<file path="src/shared/cur_arb_pkg.sv">
// Constants, register map and carrier types for the current-measure arbiter and filter
package cur_arb_pkg;
   localparam int unsigned NUM_CORES     = 4;
   localparam int unsigned NUM_BLOCKS    = 4;
   localparam int unsigned NUM_FB        = 6;
   localparam int unsigned LEN_W         = 5;
   localparam int unsigned GRANT_W       = 5;
   localparam int unsigned INVAL_W       = 7;
   localparam int unsigned ADDR_W        = 12;
   localparam int unsigned CFG_REGS      = 3;
   localparam int unsigned FIELD_W       = 6;
   localparam int unsigned TYPE_BIT      = 5;
   localparam int unsigned GB_BLOCK4_LOW = 3;
   localparam int unsigned GB_BLOCK4_HI  = 4;
   localparam int unsigned FB_HIGH       = 4;
   localparam int unsigned FB_NEG        = 5;

   // Register indices; byte address is four times the index
   localparam logic [9:0] IDX_GRANT1    = 10'h188;
   localparam logic [9:0] IDX_GRANT2    = 10'h189;
   localparam logic [9:0] IDX_FILT12    = 10'h198;
   localparam logic [9:0] IDX_FILT34L   = 10'h199;
   localparam logic [9:0] IDX_FILT4HN   = 10'h19a;

   localparam logic [9:0]  GRANT1_RESET = 10'h041;
   localparam logic [9:0]  GRANT2_RESET = 10'h304;
   localparam logic [11:0] FILT_RESET   = 12'h041;
   localparam logic [6:0]  SETTLE_PAD   = 7'h04;

   typedef struct packed {
      logic       dac_v;
      logic [7:0] dac;
      logic       gain_v;
      logic [1:0] gain;
      logic       ofs_v;
      logic       ofs;
   } ctrl_req_t;

   typedef struct packed {
      logic [7:0] dac;
      logic [1:0] gain;
      logic       ofs;
   } ctrl_t;

   typedef struct packed {
      logic       high_v;
      logic [7:0] high;
      logic       neg_v;
      logic [7:0] neg;
   } hi_req_t;

   typedef struct packed {
      logic [ADDR_W-1:0] address;
      logic              read;
      logic              write;
      logic [31:0]       writedata;
      logic [3:0]        byteenable;
   } avm_req_t;

   typedef enum logic {
      BUS_IDLE   = 1'b0,
      BUS_ANSWER = 1'b1
   } bus_state_t;
endpackage : cur_arb_pkg

</file>
<file path="src/hw/current_measure_arbiter_filter.sv">
// Current-measure control arbiter with feedback debounce filters and register slave
`timescale 1ns/1ps
`default_nettype none
module current_measure_arbiter_filter
   import cur_arb_pkg::*;
#(
   parameter int unsigned DAC_SETTLE_CYCLES = 4
) (
   input  wire logic      mclk,
   input  wire logic      resetn,
   input  wire avm_req_t  av_req,
   output logic           av_waitrequest,
   output logic [31:0]    av_readdata,
   input  wire ctrl_req_t core_req [NUM_CORES][NUM_BLOCKS],
   input  wire hi_req_t   core_hi_req [NUM_CORES],
   output ctrl_t          block_ctrl [NUM_BLOCKS],
   output logic [7:0]     dac4_high,
   output logic [7:0]     dac4_neg,
   input  wire logic [NUM_FB-1:0] fb_raw,
   output logic [NUM_FB-1:0]      fb_filtered,
   output logic [NUM_FB-1:0]      fb_valid
);

   if (DAC_SETTLE_CYCLES > 31) begin : g_bad_settle
      $error("DAC_SETTLE_CYCLES must fit five bits");
   end

   localparam logic [4:0] SETTLE = 5'(DAC_SETTLE_CYCLES);

   function automatic logic [1:0] first_set(input logic [NUM_CORES-1:0] v);
      logic [1:0] idx;
      idx = 2'h0;
      for (int i = NUM_CORES - 1; i >= 0; i--) begin
         if (v[i]) begin
            idx = 2'(i);
         end
      end
      return idx;
   endfunction : first_set

   function automatic logic [15:0] lane_merge(input logic [15:0] old_v, input logic [31:0] wd,
                                              input logic [3:0] be);
      logic [15:0] r;
      r = old_v;
      if (be[0]) begin
         r[7:0] = wd[7:0];
      end
      if (be[1]) begin
         r[15:8] = wd[15:8];
      end
      return r;
   endfunction : lane_merge

   bus_state_t       state_ff;
   logic [9:0]       grant1_ff;
   logic [9:0]       grant2_ff;
   logic [11:0]      filt_cfg_ff [CFG_REGS];
   logic [31:0]      rdata_ff;
   logic [31:0]      nxt_rdata;
   logic             bus_req;
   logic             addr_ok;
   logic [9:0]       reg_idx;
   logic             wr_take;

   assign bus_req        = av_req.read | av_req.write;
   assign reg_idx        = av_req.address[ADDR_W-1:2];
   assign addr_ok        = (av_req.address[1:0] == 2'h0);
   assign av_waitrequest = bus_req & (state_ff == BUS_IDLE);
   assign av_readdata    = rdata_ff;
   assign wr_take        = av_req.write & (state_ff == BUS_ANSWER);

   // One wait cycle: read data are latched while waitrequest is high
   always_ff @(posedge mclk or negedge resetn) begin
      if (!resetn) begin
         state_ff <= BUS_IDLE;
      end else begin
         unique case (state_ff)
            BUS_IDLE:   state_ff <= bus_req ? BUS_ANSWER : BUS_IDLE;
            BUS_ANSWER: state_ff <= BUS_IDLE;
         endcase
      end
   end

   always_comb begin
      nxt_rdata = 32'h0;
      if (addr_ok) begin
         unique case (reg_idx)
            IDX_GRANT1:  nxt_rdata = {22'h0, grant1_ff};
            IDX_GRANT2:  nxt_rdata = {22'h0, grant2_ff};
            IDX_FILT12:  nxt_rdata = {20'h0, filt_cfg_ff[0]};
            IDX_FILT34L: nxt_rdata = {20'h0, filt_cfg_ff[1]};
            IDX_FILT4HN: nxt_rdata = {20'h0, filt_cfg_ff[2]};
            default:     nxt_rdata = 32'h0;
         endcase
      end
   end

   always_ff @(posedge mclk or negedge resetn) begin
      if (!resetn) begin
         rdata_ff <= 32'h0;
      end else if (av_req.read && state_ff == BUS_IDLE) begin
         rdata_ff <= nxt_rdata;
      end
   end

   // Unmapped or misaligned writes are dropped
   always_ff @(posedge mclk or negedge resetn) begin
      if (!resetn) begin
         grant1_ff <= GRANT1_RESET;
         grant2_ff <= GRANT2_RESET;
         for (int i = 0; i < CFG_REGS; i++) begin
            filt_cfg_ff[i] <= FILT_RESET;
         end
      end else if (wr_take && addr_ok) begin
         unique case (reg_idx)
            IDX_GRANT1:  grant1_ff <= 10'(lane_merge({6'h0, grant1_ff}, av_req.writedata,
                                                     av_req.byteenable));
            IDX_GRANT2:  grant2_ff <= 10'(lane_merge({6'h0, grant2_ff}, av_req.writedata,
                                                     av_req.byteenable));
            IDX_FILT12:  filt_cfg_ff[0] <= 12'(lane_merge({4'h0, filt_cfg_ff[0]},
                                                          av_req.writedata, av_req.byteenable));
            IDX_FILT34L: filt_cfg_ff[1] <= 12'(lane_merge({4'h0, filt_cfg_ff[1]},
                                                          av_req.writedata, av_req.byteenable));
            IDX_FILT4HN: filt_cfg_ff[2] <= 12'(lane_merge({4'h0, filt_cfg_ff[2]},
                                                          av_req.writedata, av_req.byteenable));
            default: ;
         endcase
      end
   end

   // Grant per core in priority order
   logic [GRANT_W-1:0] grant [NUM_CORES];
   assign grant[0] = grant1_ff[GRANT_W-1:0];
   assign grant[1] = grant1_ff[2*GRANT_W-1:GRANT_W];
   assign grant[2] = grant2_ff[GRANT_W-1:0];
   assign grant[3] = grant2_ff[2*GRANT_W-1:GRANT_W];

   ctrl_t                ctrl_ff [NUM_BLOCKS];
   ctrl_t                nxt_ctrl [NUM_BLOCKS];
   logic [7:0]           high_ff;
   logic [7:0]           neg_ff;
   logic [7:0]           nxt_high;
   logic [7:0]           nxt_neg;
   logic [NUM_CORES-1:0] dac_win [NUM_BLOCKS];
   logic [NUM_CORES-1:0] gain_win [NUM_BLOCKS];
   logic [NUM_CORES-1:0] ofs_win [NUM_BLOCKS];
   logic [NUM_CORES-1:0] high_win;
   logic [NUM_CORES-1:0] neg_win;
   logic [NUM_FB-1:0]    dac_wr;

   always_comb begin
      for (int b = 0; b < NUM_BLOCKS; b++) begin
         nxt_ctrl[b] = ctrl_ff[b];
         for (int c = 0; c < NUM_CORES; c++) begin
            dac_win[b][c]  = core_req[c][b].dac_v & grant[c][b];
            gain_win[b][c] = core_req[c][b].gain_v & grant[c][b];
            ofs_win[b][c]  = core_req[c][b].ofs_v & grant[c][b];
         end
         // Each cycle's winner is applied at once, so requests spaced apart all land
         if (|dac_win[b]) begin
            nxt_ctrl[b].dac = core_req[first_set(dac_win[b])][b].dac;
         end
         if (|gain_win[b]) begin
            nxt_ctrl[b].gain = core_req[first_set(gain_win[b])][b].gain;
         end
         if (|ofs_win[b]) begin
            nxt_ctrl[b].ofs = core_req[first_set(ofs_win[b])][b].ofs;
         end
         dac_wr[b] = |dac_win[b];
      end
      for (int c = 0; c < NUM_CORES; c++) begin
         high_win[c] = core_hi_req[c].high_v & grant[c][GB_BLOCK4_HI];
         neg_win[c]  = core_hi_req[c].neg_v & grant[c][GB_BLOCK4_HI];
      end
      nxt_high = (|high_win) ? core_hi_req[first_set(high_win)].high : high_ff;
      nxt_neg  = (|neg_win) ? core_hi_req[first_set(neg_win)].neg : neg_ff;
      dac_wr[FB_HIGH] = |high_win;
      dac_wr[FB_NEG]  = |neg_win;
   end

   always_ff @(posedge mclk or negedge resetn) begin
      if (!resetn) begin
         for (int b = 0; b < NUM_BLOCKS; b++) begin
            ctrl_ff[b] <= '0;
         end
         high_ff <= 8'h0;
         neg_ff  <= 8'h0;
      end else begin
         ctrl_ff  <= nxt_ctrl;
         high_ff  <= nxt_high;
         neg_ff   <= nxt_neg;
      end
   end

   assign block_ctrl = ctrl_ff;
   assign dac4_high  = high_ff;
   assign dac4_neg   = neg_ff;

   // Feedback filters, one counter each
   logic [LEN_W-1:0]   flen [NUM_FB];
   logic [NUM_FB-1:0]  ftype;
   logic [LEN_W:0]     cnt_ff [NUM_FB];
   logic [NUM_FB-1:0]  filt_ff;
   logic [INVAL_W-1:0] inval_ff [NUM_FB];

   for (genvar k = 0; k < NUM_FB; k++) begin : g_filt
      localparam int unsigned R = k / 2;
      localparam int unsigned L = (k % 2) * FIELD_W;
      assign flen[k]  = filt_cfg_ff[R][L +: LEN_W];
      assign ftype[k] = filt_cfg_ff[R][L + TYPE_BIT];

      always_ff @(posedge mclk or negedge resetn) begin
         if (!resetn) begin
            cnt_ff[k]  <= '0;
            filt_ff[k] <= 1'b0;
         end else if (fb_raw[k] != filt_ff[k]) begin
            // Level must be seen length plus one times before it is taken
            if (cnt_ff[k] == {1'b0, flen[k]}) begin
               filt_ff[k] <= fb_raw[k];
               cnt_ff[k]  <= '0;
            end else begin
               cnt_ff[k] <= cnt_ff[k] + 6'h01;
            end
         end else if (!ftype[k]) begin
            cnt_ff[k] <= '0;
         end else if (cnt_ff[k] != '0) begin
            cnt_ff[k] <= cnt_ff[k] - 6'h01;
         end
      end

      always_ff @(posedge mclk or negedge resetn) begin
         if (!resetn) begin
            inval_ff[k] <= '0;
         end else if (dac_wr[k]) begin
            inval_ff[k] <= {2'h0, SETTLE} + {2'h0, flen[k]} + SETTLE_PAD;
         end else if (inval_ff[k] != '0) begin
            inval_ff[k] <= inval_ff[k] - 7'h01;
         end
      end

      assign fb_valid[k] = (inval_ff[k] == '0);
   end

   assign fb_filtered = filt_ff;
endmodule : current_measure_arbiter_filter
`default_nettype wire

</file>
<file path="config.mk">
export PLATFORM = sky130hd
export DESIGN_NAME = current_measure_arbiter_filter
export DESIGN_NICKNAME = d
export VERILOG_FILES = /design/src/shared/cur_arb_pkg.sv /design/src/hw/current_measure_arbiter_filter.sv
export SDC_FILE = /design/constraint.sdc
export NUM_CORES = 1
export LEC_CHECK = 0
export BUFFER_PORTS_ARGS = -buffer_cell sky130_fd_sc_hd__buf_4
export CAP_MARGIN = 10
export CORE_AREA = 5 5 175 177
export DETAILED_ROUTE_END_ITERATION = 8
export DIE_AREA = 0 0 180 182
export GPL_TIMING_DRIVEN = 0
export PLACE_DENSITY = 0.71
export SYNTH_ARGS = -nofsm -noshare
export SYNTH_HDL_FRONTEND = slang
export SYNTH_SLANG_ARGS = --single-unit
</file>
<file path="constraint.sdc">
create_clock -name mclk -period 4.5 [get_ports mclk]
set_input_delay 0.225 -clock mclk [delete_from_list [all_inputs] [get_ports mclk]]
set_output_delay 0.225 -clock mclk [all_outputs]
set_load 0.05 [all_outputs]
</file>
# Word-level counts from Yosys, hierarchy flattened
# Index checks and enable logic that the tools add are counted.
[totals] register_bits=233 input_bits=354 out_inout_bits=105 word_cells=392
[op_classes] add_sub_neg=30 n_lt_le_gt_ge=14 n_eq_ne=23 n_mux=150 bitwise_logic=74 n_reduce_logical=57
[ops] cell="$bmux W56 S2" count=12
[ops] cell="$mux W6" count=24
[ops] cell="$mux W2" count=68
[ops] cell="$mux W55" count=2
[ops] cell="$mux W32" count=3
[ops] cell="$mux W46" count=2
[ops] cell="$mux W43" count=2
[ops] cell="$mux W7" count=12
[ops] cell="$mux W41" count=2
[ops] cell="$bmux W18 S2" count=2
[ops] cell="$pmux W12 S5" count=1
[ops] cell="$and A1 B1 Y1" count=58
[ops] cell="$mux W29" count=2
[ops] cell="$reduce_or A4 Y1" count=14
[ops] cell="$mux W27" count=2
[ops] cell="$eq A10 B9 Y1 const B" count=5
[ops] cell="$add A6 B3 Y7 const B" count=6
[ops] cell="$ge A3 B3 Y1 const B" count=14
[ops] cell="$logic_not A7 Y1" count=6
[ops] cell="$not A2 Y3" count=14
[ops] cell="$reduce_bool A7 Y1" count=6
[ops] cell="$sub A7 B1 Y7 const B" count=6
[ops] cell="$add A3 B5 Y6 const A" count=6
[ops] cell="$add A6 B1 Y6 const B" count=6
[ops] cell="20 further kinds" count=73

# Longest topological paths before layout
[depth] word_depth=10 ltp_mapped=7 depth_no_buf=7

# Worst setup path after synthesis
# No wires, ideal clock.
[synth_timing] path_kind="flip-flop to flip-flop" startpoint="register inval_ff[3] in the netlist's numbering" endpoint="register inval_ff[3] in the netlist's numbering" setup_time_ps=128 arrival_ps=1734 t_required_ps=4372 setup_slack_ps=2638 stages_incl_launch_ff=7 path_buffers=1 synth_period_minus_slack_ps=1862 path_cell_list="dfrtp_1 -> nor3_1 -> and3_1 -> clkbuf_1 -> nor2_1 -> xnor2_1 -> mux2i_1"
[synth_between] elab_chain_cells=3 elab_cells_between_ends=5 classes_between="add/sub (1); mux (2); reduce/logical (2)"
[synth_lines] element="start, declared" line="current_measure_arbiter_filter.sv:204" rtl="logic [INVAL_W-1:0] inval_ff [NUM_FB];"
[synth_lines] element="start signal, assigned by index" line="current_measure_arbiter_filter.sv:235" rtl="inval_ff[k] <= {2'h0, SETTLE} + {2'h0, flen[k]} + SETTLE_PAD;"
[synth_lines] element="start signal, assigned by index" line="current_measure_arbiter_filter.sv:237" rtl="inval_ff[k] <= inval_ff[k] - 7'h01;"
[synth_lines] element="$sub A7 B1 Y7" line="current_measure_arbiter_filter.sv:237"
[synth_lines] element="$mux W7" line="current_measure_arbiter_filter.sv:236" rtl="end else if (inval_ff[k] != '0) begin"
[synth_lines] element="$mux W7" line="current_measure_arbiter_filter.sv:234" rtl="end else if (dac_wr[k]) begin"
# Several ways; a longest one is shown, not always the timed one. The select of a mux whose other input is x is not followed.
# A chain may end at the register's enable or synchronous reset.

# Final worst setup path
[layout_timing] startpoint="register inval_ff[24] in the netlist's numbering" endpoint="output fb_valid[2]"
[layout_between] elab_chain_cells=1
[layout_lines] element="$logic_not A7 Y1" line="current_measure_arbiter_filter.sv:241" rtl="assign fb_valid[k] = (inval_ff[k] == '0);"
[layout_lines] element="end, declared" line="current_measure_arbiter_filter.sv:21" rtl="output logic [NUM_FB-1:0] fb_valid"
# Every way passes these cells.

==> flow_summary_export.csv <==
group,metric,value,unit
synth,synth-warning-count,0,
drt,firstDrtPassIters,5,
clock_tree,cts_tree,"done",
synth,syn_area_per_cell,9.57,um^2
setup_path,cpPeakStageDelay,430,ps
drt,wirelength,41600,um
final_layout,area_growth,40.9,%
die,core_area,29100,um^2
clock_tree,clockBufferDepth,3,
synth,async_flop_share,1.00,
synth,synthFlopType,"dfrtp_1",
drt,antenna_left,0,
run,maxCapViolCount,0,
worst_hold_path,hp-class,"in -> reg",
final_layout,drive_above_1_share,0.324,
clock_tree,root_buffer,"clkbuf_16",
synth,synth_commonest_cells,"dfrtp_1 (202), nand2_1 (151), nor2_1 (136)",
place,hpwl,31600,um
setup_path,worst-path-buf-inv,2,
clock_tree,clk_pin_slew,60,ps
clock_tree,cts_sinks,213,
clock_tree,h-tree-depth,1,
final_layout,num-fill-cells,2361,
synth,synth_area_leaders,"dfrtp_1 (39%), mux2i_1 (4.5%), mux2_2 (4.4%), nand2_1 (4.3%), nor2_1 (3.9%)",
setup_path,cp_slowest_cell,"nor4_1",
timing,fmaxAchievable,449,MHz
place,dp_slack,2530,ps
final_layout,multi_input_area,7240,um^2
grt,track_usage,0.240,
drt,viasPerCell,5.49,
die,pin_count,459,
die,start_util,0.450,
synth,synth-seq-cells,213,
synth,yosysTopAreaCellShare,0.386,
setup_path,crit_family,"simple AND/OR/NAND/NOR gates",
grt,grt_first_pass_wirelength,66400,um
clock_tree,cts_buffers,25,
grt,grt_pass1_vias,12900,
final_layout,design_area,18400,um^2
drt,drt-wirelength-per-cell,18.0,um
synth,post-synth-top-area-cell,"dfrtp_1",
timing,setup_slack,2270,ps
final_layout,fin_util,0.634,
die,die_w,180,um
timing,slew_violations,0,
synth,yosysMostFrequentCell,"dfrtp_1",
setup_path,worst-setup-path-type,"reg -> out",
synth,syn_inst,1367,
timing,period_share,0.495,
grt,grt_max_degree,124,
place,postPlaceCellArea,16800,um^2
pwr,powerDensity,333,nW/um^2
final_layout,nNetsFinal,2297,
timing,setup_viol,0,
timing,fin_skew,16.3,ps
timing,rsz0062_at_grt,"no",
setup_path,r2r_setup_slack,2280,ps
timing,min_period,2230,ps
outcome,status,"finished clean",
grt,antenna_found_initial,0,
timing,timing.setup.tns,0,ps
final_layout,num_antenna_cells,0,
clock_tree,insertion_delay,520,ps
final_layout,regArea,5340,um^2
clock_tree,cts-resized-gates,0,
timing,slew_headroom,0.519,
clock_tree,cts_post_setup_buffers_inserted,0,
pwr,ir_worst_vdd,0.000297,V
drt,drc_errors,0,
setup_path,start_kind,"flop",
die,fp.dieH,182,um
setup_path,path_max_fanout,8,
timing,hold_viol_final,0,
synth,synth-edff-count,0,
setup_path,crit_chain,"nor4_1 -> and3b_1 -> buf_2 -> buf_4",
setup_path,crit_required,4280,ps
setup_path,critPathArrivalTime,2000,ps
pwr,finalPower,6.13,mW
die,dieArea,32800,um^2
die,core.rowCount,63,
synth,yosysSeqAreaShare,0.409,
setup_path,cp-end-kind,"output pin",
place,io_buffers,414,
pwr,power.leakage,9.23,nW
drt,routed-via-count,12700,
drt,first_iter_violations,607,
grt,grt.overflow.total,0,
synth,netlist_area,13100,um^2
timing,worst_pin_slew,721,ps
synth,yosysUniqueCellTypes,77,
place,place_congestion,0.897,
path summary, 6_finish.rpt:
check / to / startpoint / depth (start not counted)
max in group asynchronous: filt_cfg_ff[31] / resetn / 3
min in group asynchronous: block_ctrl[33] / resetn / 2
worst min register to register: state_ff / state_ff / 1
worst min-delay path: block_ctrl[19] / core_req[192] / 3
worst max register to register: block_ctrl[33] / grant1_ff[0] / 6
worst max-delay path: fb_valid[2] / inval_ff[24] / 4
report_power, final:
group | leakage, nW | switching (mW) | total [mW] | internal, mW
Sequential | 2.82 | 0.213 | 2.38 | 2.16
Clock | 0.423 | 0.807 | 2.07 | 1.26
Combinational | 5.99 | 0.881 | 1.68 | 0.803
stage by stage:
stage | std cells | hold WS [ps]
6_report | 2316 | 17.9
5_1_grt | 2316 | 2.91
4_1_cts | 2316 | 0.159
3_5_place_dp | 2191 | 315
3_3_place_gp | 2190 | 444
2_1_floorplan | 1386 | -70.6
state kept, by name, summed over array words and instances, names as in the netlist:
signal,cells
av_readdata,12
block_ctrl,44
cnt_ff,36
dac4_high,8
dac4_neg,8
fb_filtered,6
filt_cfg_ff,36
grant1_ff,10
grant2_ff,10
inval_ff,42
state_ff,1
placed cells by master (no fill, tap or decap), drive strengths merged, types with 4 or more instances in the layout:
cell,instances
buf,467
dfrtp,202
nand2,160
nor2,136
dlygate4sd3,80
a21oi,69
mux2,68
o21ai,64
clkbuf,61
mux2i,59
a221oi,53
o22ai,47
xnor2,45
nor3,38
ha,35
inv,35
nand3,28
xor2,27
o31ai,21
conb,20
a31oi,18
a32oi,17
nor2b,17
a22oi,13
nand2b,11
a211oi,11
dfstp,11
and3,10
and2,9
nor4,8
or3,8
clkinv,8
a21o,7
a22o,6
mux4,6
a32o,5
nand4,5
nand4b,4
a222oi,4
or2,4
timing repair:
item / CTS / global route
setup endpoints to repair: 0 / 0
hold buffers: 80 / 0
endpoints found under the hold margin: 189 / 0
logic make-up after synthesis:
family	after synthesis	share of synthesized area
XOR/XNOR	72	0.0488
AND/OR/NAND/NOR	449	0.163
AO/OA/AOI/OAI	351	0.183
other	1	0.000287
flip-flops	213	0.409
buffers and inverters	113	0.0434
multiplexers	133	0.119
adder cells (fa/ha/maj)	35	0.0335
tightest hold or removal path, cell delays in order:
cell and delay [ps]:
buf_4 110, nor2_1 90, a221oi_1 50
routing by layer:
layer / track usage / up-vias / routed length (um) / share of wire
met1: 0.297 / 6103 / 16900 / 0.41
li1: - / 6091 / - / -
met2: 0.424 / 439 / 20600 / 0.49
met3: 0.0575 / 88 / 2910 / 0.070
met5: 0 / - / 0 / 0
met4: 0.0613 / 0 / 1250 / 0.030
area by class of cell:
type,instances,share of cell area
plain buffers,76,0.0232
repair buffers,495,0.214
flip-flops and latches,213,0.290
inverters,37,0.00761
clock inverters,8,0.00509
multi-input cells,1060,0.393
well taps,390,0.0265
clock buffers,37,0.0407
Power figures use the tool's default switching activity.
